File: src/gms_pkg.sv
// Constants and types of the gigabit role register bank
package gms_pkg;
  // ----------------------------------------------------------------
  // Register indices and byte addresses
  // ----------------------------------------------------------------
  localparam int unsigned ADDR_W = 8;
  localparam logic [5:0] IDX_ROLE_CTRL = 6'h09;
  localparam logic [5:0] IDX_ROLE_STAT = 6'h0A;
  localparam logic [5:0] IDX_EXT_ABIL  = 6'h0F;
  localparam logic [5:0] IDX_LOGIC_RST = 6'h10;
  localparam logic [1:0] WORD_LSB      = 2'h0;
  // ----------------------------------------------------------------
  // Field positions
  // ----------------------------------------------------------------
  localparam int unsigned CTRL_TEST_LO = 13;
  localparam int unsigned CTRL_MAN_EN  = 12;
  localparam int unsigned CTRL_MAN_VAL = 11;
  localparam int unsigned CTRL_PORT    = 10;
  localparam int unsigned CTRL_ADV_FD  = 9;
  localparam int unsigned CTRL_ADV_HD  = 8;
  localparam int unsigned STAT_FAULT   = 15;
  localparam int unsigned STAT_ROLE    = 14;
  localparam int unsigned STAT_LRX     = 13;
  localparam int unsigned STAT_RRX     = 12;
  localparam int unsigned STAT_LP_FD   = 11;
  localparam int unsigned STAT_LP_HD   = 10;
  localparam int unsigned LOGIC_RESET_BIT_BIT     = 0;
  localparam int unsigned HI_LANE      = 1;
  localparam int unsigned LO_LANE      = 0;
  // ----------------------------------------------------------------
  // Reset and fixed values
  // ----------------------------------------------------------------
  localparam logic [15:0] EXT_ABIL_VALUE = 16'h3000;
  localparam logic [7:0]  IDLE_CNT_RESET = 8'h00;
  localparam logic [1:0]  RESP_OKAY      = 2'h0;
  localparam logic [1:0]  RESP_SLVERR    = 2'h2;
  typedef enum logic [2:0] {
    TM_NORMAL     = 3'h0,
    TM_WAVEFORM   = 3'h1,
    TM_JIT_MASTER = 3'h2,
    TM_JIT_SLAVE  = 3'h3,
    TM_DISTORT    = 3'h4
  } gms_test_mode_type;
endpackage

File: src/gms_axil.sv
// AXI4-Lite slave front end for the register bank
`timescale 1ns/100ps
module gms_axil import gms_pkg::*; (
  input  wire logic              sys_clk,  // core clock
  input  wire logic              rst,      // sync reset, high
  input  wire logic [ADDR_W-1:0] awaddr,   // write address
  input  wire logic              awvalid,  // write address valid
  output logic                   awready,  // write address ready
  input  wire logic [31:0]       wdata,    // write data
  input  wire logic [3:0]        wstrb,    // byte enables
  input  wire logic              wvalid,   // write data valid
  output logic                   wready,   // write data ready
  output logic [1:0]             bresp,    // write response
  output logic                   bvalid,   // write response valid
  input  wire logic              bready,   // write response ready
  input  wire logic [ADDR_W-1:0] araddr,   // read address
  input  wire logic              arvalid,  // read address valid
  output logic                   arready,  // read address ready
  output logic [31:0]            rdata,    // read data
  output logic [1:0]             rresp,    // read response
  output logic                   rvalid,   // read data valid
  input  wire logic              rready,   // read data ready
  output logic                   wr_en,    // write strobe
  output logic [ADDR_W-1:0]      wr_addr,  // write address
  output logic [31:0]            wr_data,  // write data
  output logic [3:0]             wr_strb,  // write lanes
  input  wire logic              wr_ok,    // address mapped
  output logic                   rd_en,    // read strobe
  input  wire logic [15:0]       rd_data,  // read word
  input  wire logic              rd_ok     // address mapped
);
  typedef struct packed {
    logic              aw_have;
    logic              w_have;
    logic [ADDR_W-1:0] addr;
    logic [31:0]       data;
    logic [3:0]        strb;
    logic              bvalid;
    logic [1:0]        bresp;
    logic              rvalid;
    logic [1:0]        rresp;
    logic [15:0]       rdata;
  } gms_axil_st_type;
  gms_axil_st_type s_q, s_d;
  assign awready = !s_q.aw_have;
  assign wready  = !s_q.w_have;
  assign arready = !s_q.rvalid;
  // One write at a time: the next waits for the response to go
  assign wr_en   = s_q.aw_have && s_q.w_have && !s_q.bvalid;
  assign rd_en   = arvalid && !s_q.rvalid;
  assign wr_addr = s_q.addr;
  assign wr_data = s_q.data;
  assign wr_strb = s_q.strb;
  always_comb begin
    s_d = s_q;
    if (awvalid && !s_q.aw_have) begin
      s_d.aw_have = 1'b1;
      s_d.addr    = awaddr;
    end
    if (wvalid && !s_q.w_have) begin
      s_d.w_have = 1'b1;
      s_d.data   = wdata;
      s_d.strb   = wstrb;
    end
    if (s_q.bvalid && bready) s_d.bvalid = 1'b0;
    if (wr_en) begin
      s_d.aw_have = 1'b0;
      s_d.w_have  = 1'b0;
      s_d.bvalid  = 1'b1;
      s_d.bresp   = wr_ok ? RESP_OKAY : RESP_SLVERR;
    end
    if (s_q.rvalid && rready) s_d.rvalid = 1'b0;
    if (rd_en) begin
      s_d.rvalid = 1'b1;
      s_d.rresp  = rd_ok ? RESP_OKAY : RESP_SLVERR;
      s_d.rdata  = rd_data;
    end
  end
  always_ff @(posedge sys_clk) begin
    if (rst) begin
      s_q <= '0;
    end else begin
      s_q <= s_d;
    end
  end
  assign bvalid = s_q.bvalid;
  assign bresp  = s_q.bresp;
  assign rvalid = s_q.rvalid;
  assign rresp  = s_q.rresp;
  assign rdata  = {16'h0000, s_q.rdata};
endmodule

File: src/gms_idle_cnt.sv
// Saturating idle-error counter with overflow event
`timescale 1ns/100ps
module gms_idle_cnt import gms_pkg::*; #(
  parameter int unsigned CNT_W = 8
) (
  input  wire logic             sys_clk,  // core clock
  input  wire logic             rst,      // sync reset, high
  input  wire logic             clr,      // read or reset clear
  input  wire logic             err,      // idle error seen
  output logic      [CNT_W-1:0] count,    // current count
  output logic                  ovf       // pulse on reaching max
);
  initial begin
    if (CNT_W < 1 || CNT_W > 8) $error("CNT_W must be 1..8");
  end
  typedef struct packed {
    logic [CNT_W-1:0] cnt;
    logic             ovf;
  } gms_cnt_st_type;
  gms_cnt_st_type s_q, s_d;
  localparam logic [CNT_W-1:0] CNT_MAX = '1;
  always_comb begin
    s_d = s_q;
    s_d.ovf = 1'b0;
    // An error in the clearing cycle is counted, not lost
    if (clr) begin
      s_d.cnt = err ? CNT_W'(1) : IDLE_CNT_RESET[CNT_W-1:0];
    end else if (err && s_q.cnt != CNT_MAX) begin
      s_d.cnt = s_q.cnt + CNT_W'(1);
      s_d.ovf = (s_q.cnt == CNT_MAX - CNT_W'(1));
    end
  end
  always_ff @(posedge sys_clk) begin
    if (rst) begin
      s_q <= '0;
    end else begin
      s_q <= s_d;
    end
  end
  assign count = s_q.cnt;
  assign ovf   = s_q.ovf;
endmodule

File: src/gms_regs.sv
// Gigabit master/slave control, status and extended ability registers
//
// What this block does
// - Control bits 15:13 select normal or one of four transmit tests.
// - Control bit 12 set: manual role used, else automatic resolution.
// - Control bit 11 forces master(1) or slave(0), only when bit 12 set.
// - Control bit 10 declares multiport, only with manual role off.
// - Control bits 9 and 8 advertise gigabit full and half duplex.
// - Control bits 12:8 reset to values from the mode strap pins.
// - Status bit 15 latches a role configuration fault, resets to 0.
// - Status bit 14 reports resolved role, 1 master.
// - Status bits 13 and 12 report local and remote receiver OK.
// - Status bits 11 and 10 give partner gigabit abilities, page-qualified.
// - Status bits 7:0 count idle-symbol errors, reset 00h.
// - Idle count clears on status read and on every kind of reset.
// - Idle count saturates at all ones.
// - Idle count overflow is offered as an interrupt source.
// - Extended ability reads gigabit-T full and half set, X clear.
// - Page-received latches high on a new partner page.
// - Writing 1 to the logic reset bit makes a synchronous logic reset.
//
// Decided for this implementation: the AXI4-Lite register port.
`timescale 1ns/100ps
module gms_regs import gms_pkg::*; #(
  parameter int unsigned CNT_W = 8
) (
  input  wire logic              sys_clk,        // 40 MHz core clock
  input  wire logic              rst,            // sync reset, high
  input  wire logic              sw_reset,       // software reset pulse
  input  wire logic [4:0]        strap_ctrl,     // strap defaults 12:8
  input  wire logic [ADDR_W-1:0] s_axi_awaddr,   // write address
  input  wire logic              s_axi_awvalid,  // write address valid
  output logic                   s_axi_awready,  // write address ready
  input  wire logic [31:0]       s_axi_wdata,    // write data
  input  wire logic [3:0]        s_axi_wstrb,    // byte enables
  input  wire logic              s_axi_wvalid,   // write data valid
  output logic                   s_axi_wready,   // write data ready
  output logic [1:0]             s_axi_bresp,    // write response
  output logic                   s_axi_bvalid,   // response valid
  input  wire logic              s_axi_bready,   // response ready
  input  wire logic [ADDR_W-1:0] s_axi_araddr,   // read address
  input  wire logic              s_axi_arvalid,  // read address valid
  output logic                   s_axi_arready,  // read address ready
  output logic [31:0]            s_axi_rdata,    // read data
  output logic [1:0]             s_axi_rresp,    // read response
  output logic                   s_axi_rvalid,   // read data valid
  input  wire logic              s_axi_rready,   // read data ready
  input  wire logic              cfg_fault,      // role fault present
  input  wire logic              resolved_master,// resolved role
  input  wire logic              local_rx_ok,    // local receiver OK
  input  wire logic              remote_rx_ok,   // remote receiver OK
  input  wire logic              new_page,       // partner page pulse
  input  wire logic              an_restart,     // negotiation restart
  input  wire logic              partner_gig_full_duplex_ability, // LP
  input  wire logic              partner_gig_half_duplex_ability, // LP
  input  wire logic              idle_err,       // idle error pulse
  output gms_test_mode_type      test_mode,      // active test mode
  output logic                   manual_role,    // manual role in use
  output logic                   forced_master,  // forced master
  output logic                   multiport,      // multiport for auto
  output logic                   adv_gig_fd,     // advertise 1000 FD
  output logic                   adv_gig_hd,     // advertise 1000 HD
  output logic                   page_received,  // page-received flag
  output logic                   logic_reset,    // logic reset pulse
  output logic                   idle_ovf_evt    // overflow event
);
  // ----------------------------------------------------------------
  // Parameter check
  // ----------------------------------------------------------------
  initial begin
    if (CNT_W < 1 || CNT_W > 8) $error("CNT_W must be 1..8");
  end

  // ----------------------------------------------------------------
  // Address decode helpers
  // ----------------------------------------------------------------
  function automatic logic [5:0] idx_of(input logic [ADDR_W-1:0] a);
    return a[ADDR_W-1:2];
  endfunction

  function automatic logic mapped(input logic [ADDR_W-1:0] a);
    logic [5:0] i;
    i = idx_of(a);
    return (a[1:0] == WORD_LSB) &&
           (i == IDX_ROLE_CTRL || i == IDX_ROLE_STAT ||
            i == IDX_EXT_ABIL  || i == IDX_LOGIC_RST);
  endfunction

  // ----------------------------------------------------------------
  // State
  // ----------------------------------------------------------------
  typedef struct packed {
    logic [2:0] test;
    logic       man_en;
    logic       man_val;
    logic       port;
    logic       adv_fd;
    logic       adv_hd;
    logic       fault;
    logic       page;
    logic       logic_reset_bit;
  } gms_regs_st_type;
  gms_regs_st_type s_q, s_d;

  logic              wr_en;
  logic [ADDR_W-1:0] wr_addr;
  logic [31:0]       wr_data;
  logic [3:0]        wr_strb;
  logic              rd_en;
  logic [15:0]       rd_word;
  logic [15:0]       stat_word;
  logic [15:0]       ctrl_word;
  logic              rd_stat;
  logic              cnt_clr;
  logic [CNT_W-1:0]  idle_cnt;
  logic              cnt_ovf;

  // ----------------------------------------------------------------
  // Bus slave
  // ----------------------------------------------------------------
  gms_axil u_axil (
    .sys_clk (sys_clk),
    .rst     (rst),
    .awaddr  (s_axi_awaddr),
    .awvalid (s_axi_awvalid),
    .awready (s_axi_awready),
    .wdata   (s_axi_wdata),
    .wstrb   (s_axi_wstrb),
    .wvalid  (s_axi_wvalid),
    .wready  (s_axi_wready),
    .bresp   (s_axi_bresp),
    .bvalid  (s_axi_bvalid),
    .bready  (s_axi_bready),
    .araddr  (s_axi_araddr),
    .arvalid (s_axi_arvalid),
    .arready (s_axi_arready),
    .rdata   (s_axi_rdata),
    .rresp   (s_axi_rresp),
    .rvalid  (s_axi_rvalid),
    .rready  (s_axi_rready),
    .wr_en   (wr_en),
    .wr_addr (wr_addr),
    .wr_data (wr_data),
    .wr_strb (wr_strb),
    .wr_ok   (mapped(wr_addr)),
    .rd_en   (rd_en),
    .rd_data (rd_word),
    .rd_ok   (mapped(s_axi_araddr))
  );

  // ----------------------------------------------------------------
  // Idle error counter
  // ----------------------------------------------------------------
  assign rd_stat = rd_en && mapped(s_axi_araddr) &&
                   idx_of(s_axi_araddr) == IDX_ROLE_STAT;
  assign cnt_clr = rd_stat || sw_reset || s_q.logic_reset_bit;

  gms_idle_cnt #(
    .CNT_W (CNT_W)
  ) u_cnt (
    .sys_clk (sys_clk),
    .rst     (rst),
    .clr     (cnt_clr),
    .err     (idle_err),
    .count   (idle_cnt),
    .ovf     (cnt_ovf)
  );
  assign idle_ovf_evt = cnt_ovf;

  // ----------------------------------------------------------------
  // Read words
  // ----------------------------------------------------------------
  always_comb begin
    ctrl_word = '0;
    ctrl_word[15:CTRL_TEST_LO] = s_q.test;
    ctrl_word[CTRL_MAN_EN]  = s_q.man_en;
    ctrl_word[CTRL_MAN_VAL] = s_q.man_val;
    ctrl_word[CTRL_PORT]    = s_q.port;
    ctrl_word[CTRL_ADV_FD]  = s_q.adv_fd;
    ctrl_word[CTRL_ADV_HD]  = s_q.adv_hd;
    stat_word = '0;
    stat_word[STAT_FAULT] = s_q.fault;
    stat_word[STAT_ROLE]  = resolved_master;
    stat_word[STAT_LRX]   = local_rx_ok;
    stat_word[STAT_RRX]   = remote_rx_ok;
    // partner bits only once page seen
    stat_word[STAT_LP_FD] = s_q.page && partner_gig_full_duplex_ability;
    stat_word[STAT_LP_HD] = s_q.page && partner_gig_half_duplex_ability;
    stat_word[CNT_W-1:0]  = idle_cnt;
  end

  // unlisted bits and addresses read zero
  always_comb begin
    rd_word = '0;
    if (mapped(s_axi_araddr)) begin
      unique case (idx_of(s_axi_araddr))
        IDX_ROLE_CTRL: rd_word = ctrl_word;
        IDX_ROLE_STAT: rd_word = stat_word;
        IDX_EXT_ABIL:  rd_word = EXT_ABIL_VALUE;
        default:       rd_word = '0;
      endcase
    end
  end

  // ----------------------------------------------------------------
  // Register update
  // ----------------------------------------------------------------
  always_comb begin
    s_d = s_q;
    s_d.logic_reset_bit = 1'b0;
    if (wr_en && mapped(wr_addr)) begin
      // writes land only in defined fields
      if (idx_of(wr_addr) == IDX_ROLE_CTRL && wr_strb[HI_LANE]) begin
        s_d.test    = wr_data[15:CTRL_TEST_LO];
        s_d.man_en  = wr_data[CTRL_MAN_EN];
        s_d.man_val = wr_data[CTRL_MAN_VAL];
        s_d.port    = wr_data[CTRL_PORT];
        s_d.adv_fd  = wr_data[CTRL_ADV_FD];
        s_d.adv_hd  = wr_data[CTRL_ADV_HD];
      end
      if (idx_of(wr_addr) == IDX_LOGIC_RST && wr_strb[LO_LANE]) begin
        s_d.logic_reset_bit = wr_data[LOGIC_RESET_BIT_BIT];
      end
    end
    // hold until read; a live fault wins over the clear
    s_d.fault = cfg_fault || (s_q.fault && !rd_stat);
    // latch on new page; new page wins over restart
    s_d.page = new_page || (s_q.page && !an_restart);
    // Logic reset leaves register sets alone, clears latched flags
    if (s_q.logic_reset_bit) begin
      s_d.fault = cfg_fault;
      s_d.page  = new_page;
    end
    if (sw_reset) begin
      {s_d.man_en, s_d.man_val, s_d.port, s_d.adv_fd, s_d.adv_hd} =
        strap_ctrl;
      s_d.test  = TM_NORMAL;
      s_d.fault = cfg_fault;
      s_d.page  = new_page;
    end
  end

  always_ff @(posedge sys_clk) begin
    if (rst) begin
      s_q <= '0;
      // straps sampled on the clocked reset
      {s_q.man_en, s_q.man_val, s_q.port, s_q.adv_fd, s_q.adv_hd} <=
        strap_ctrl;
    end else begin
      s_q <= s_d;
    end
  end

  // ----------------------------------------------------------------
  // Outputs to the transceiver core
  // ----------------------------------------------------------------
  // reserved codes run as normal mode
  assign test_mode = (s_q.test > TM_DISTORT) ? TM_NORMAL
                     : gms_test_mode_type'(s_q.test);
  assign manual_role   = s_q.man_en;
  assign forced_master = s_q.man_en && s_q.man_val;
  assign multiport     = !s_q.man_en && s_q.port;
  assign adv_gig_fd    = s_q.adv_fd;
  assign adv_gig_hd    = s_q.adv_hd;
  assign page_received = s_q.page;
  assign logic_reset   = s_q.logic_reset_bit;

  logic ctrl_wr;
  logic logic_reset_bit_wr;
  assign ctrl_wr = wr_en && mapped(wr_addr) && wr_strb[HI_LANE] &&
                   idx_of(wr_addr) == IDX_ROLE_CTRL;
  assign logic_reset_bit_wr = wr_en && mapped(wr_addr) && wr_strb[LO_LANE] &&
                   idx_of(wr_addr) == IDX_LOGIC_RST &&
                   wr_data[LOGIC_RESET_BIT_BIT];
endmodule

File: config.mk
export PLATFORM = sky130hd
export DESIGN_NAME = gms_regs
export DESIGN_NICKNAME = d
export VERILOG_FILES = /design/src/gms_pkg.sv /design/src/gms_axil.sv /design/src/gms_idle_cnt.sv /design/src/gms_regs.sv
export SDC_FILE = /design/constraint.sdc
export NUM_CORES = 1
export LEC_CHECK = 0
export ABC_CLOCK_PERIOD_IN_PS = 5000
export CORE_ASPECT_RATIO = 0.9
export CORE_MARGIN = 2
export CORE_UTILIZATION = 40
export CTS_CLUSTER_SIZE = 25
export DETAILED_ROUTE_END_ITERATION = 10
export DONT_BUFFER_PORTS = 1
export HOLD_SLACK_MARGIN = 0.02
export PLACE_DENSITY = 0.51
export SYNTH_ARGS = -nofsm -noshare
export SYNTH_HDL_FRONTEND = slang
export SYNTH_HIERARCHICAL = 1
export SYNTH_SLANG_ARGS = --single-unit
File: constraint.sdc
create_clock -name sys_clk -period 5 [get_ports sys_clk]
set_input_delay 0.75 -clock sys_clk [delete_from_list [all_inputs] [get_ports sys_clk]]
set_output_delay 0.75 -clock sys_clk [all_outputs]
set_load 0.03 [all_outputs]
==> flow_summary.toml <==
[pwr]
peakVddDrop_v = 0.000129
combPwrFrac_pct = 8.1
swShare_pct = 24.6
p_per_area_nw_per_um2 = 350
power.internal_uw = 830
p_switching_uw = 271
power.share.sequential_pct = 48.7
p_clk_share_pct = 43.2
leakage_nw = 1.13
p_total_mw = 1.10

[timing]
max-slew-margin-rel_pct = 36.6
finalMaxSlewViolations = 0
grt_setup_unrepaired = "no"
tightest_slew_ps = 949
hold_violations = 0
tns_ps = 0
fin_crit_ps = 2750
setup_viol = 0
fmax_ghz = 0.364
period_share_pct = 55.0
skew_ps = 5.51

[die]
pin_count = 126
start_util_pct = 41.3
die_h_um = 90.8
core_sq_um = 8110
die_w_um = 100
fp-row-count = 31
die_area_sq_um = 9120

[clock_tree]
cts_resized = 0
h-tree-depth = 3
ctsHoldBuffers = 0
postCtsSetupBuffers = 0
clk_transition_reported_paths_ps = 70
clk_latency_ps = 340
cts_buffers = 9
cts_max_path_buffers = 2
clock-root-buffer = "clkbuf_8"
cts_sinks = 61
cts_tree = "done"

[route]
wl_per_cell_um = 14.0
route.detailed.drc = 0
drt-total-wl_um = 6310
ant_nets = 0
first_pass_iters = 4
drt_iter0_drc = 51
vias = 2288
vias_per_cell = 5.08

[grt]
grt-ovfl-total = 0
grt_max_degree = 52
track_usage_pct = 14.1
grt_pass1_vias = 2082
grt_pass1_wl_um = 10100
antenna_found_initial = 0

[placement]
place_inst = 435
dp_hpwl_um = 4530
io_buffers = 0
routabilityCongestion = 0.769

[outcome]
status = "completed"

[finish]
syn_to_final_growth_pct = -6.02
drive_above_1_share_pct = 7.69
final_nets = 423
antenna_cells = 0
fin_cells = 450

[logic_synthesis]
syn_area_per_cell_sq_um = 8.37
synthCells = 400
syn-cell-area_sq_um = 3350
synth_warnings = 6

[setup_path]
critPathArrivalTime_ps = 2980
start_kind = "register"
critical_path_class = "register to register"
cp_cell_sequence = "nand2b_1 -> inv_6 -> and4_1 -> or3_1 -> or2_1 -> nor4_1"
required_ps = 5230
slowest_delay_ps = 660
critPathSlowestCell = "nand2b_1"
cp_max_fo = 19
crit_path_end_kind = "register"

[worst_hold_path]
min_path_type = "register to register"

[flow_run]
maxCapViolations = 0
[critical path: cells and delay by family (launching register included)]
family	cells	cell delay, ps
and+or+nand+nor	5	1950
buffers and inverters	1	160
DFF	1	530
[power groups by stage]
stage               sequential, mW  combinational [mW]  clock [mW]
finish                       0.537              0.0887       0.476
global route                 0.540              0.0980       0.518
CTS                          0.537              0.0892       0.493
detailed placement           0.548              0.0888           0
global placement             0.547              0.0877           0
floorplan                    0.538               0.128           0
[cell usage in the layout (no fill, tap or decap), drive strengths merged, types with 3 or more instances in the layout]
cell type / n
inv: 9
nand3b: 5
and3: 5
dfxtp: 56
a211oi: 4
nor2b: 5
clkbuf: 11
nor2: 23
nand4: 8
nor3: 6
conb: 18
mux2: 5
edfxtp: 5
nand2b: 5
o31ai: 3
nand2: 69
nor3b: 4
and2: 9
mux2i: 13
a21oi: 38
nand3: 10
or3: 5
[routing by layer]
| metal | GRT usage, % | up-vias | routed length [um] |
|---|---|---|---|
| met2 | 21.4 | 69 | 2820 |
| met3 | 4.80 | 16 | 353 |
| li1 | - | 1171 | - |
| met4 | 6.28 | 0 | 148 |
| met1 | 18.0 | 1032 | 2990 |
| met5 | 0 | - | 0 |
[state kept, by name (all words and copies together), names as in the netlist]
signal          flops
adv_gig_fd          1
adv_gig_hd          1
u_axil/bvalid       1
u_cnt/ovf           1
u_axil/s_q          2
u_axil/rresp        1
ctrl_word           5
u_axil/rdata       16
u_axil/wr_strb      2
manual_role         1
u_axil/wr_data      9
u_axil/rvalid       1
u_axil/wr_addr      8
u_cnt/count         8
u_axil/bresp        1
s_q                 1
logic_reset         1
page_received       1
[metrics by stage]
step                hold WS, ps  utilization, %  area (sq um)  setup slack [ps]
global route                460            38.8          3150              2070
global placement            435            36.2          2930              2110
floorplan                   435               -          3410              2770
finish                      449            38.8          3150              2250
CTS                         452            38.8          3150              2180
detailed placement          441            36.2          2930              2100
[path summary, 6_finish.rpt]
| check | slack (ps) | depth (start not counted) | endpoint | startpoint |
|---|---|---|---|---|
| worst max register to register | 2250 | 6 | u_cnt/ovf | u_axil/rvalid |
| worst min register to register | 450 | 2 | u_axil/wr_data[12] | u_axil/wr_data[12] |
| worst min-delay path | 450 | 2 | u_axil/wr_data[12] | u_axil/wr_data[12] |
| worst max-delay path | 2250 | 6 | u_cnt/ovf | u_axil/rvalid |
[layout make-up]
type / count / area, sq um
multi-input combinational: 265 / 1490
clock buffer: 11 / 141
inverter: 9 / 38.8
timing repair buffer: 1 / 7.51
sequential: 61 / 1270
clock inverter: 4 / 72.6
fill: 844 / 4960
tap: 99 / 124
(Power assumes the default switching activity.)
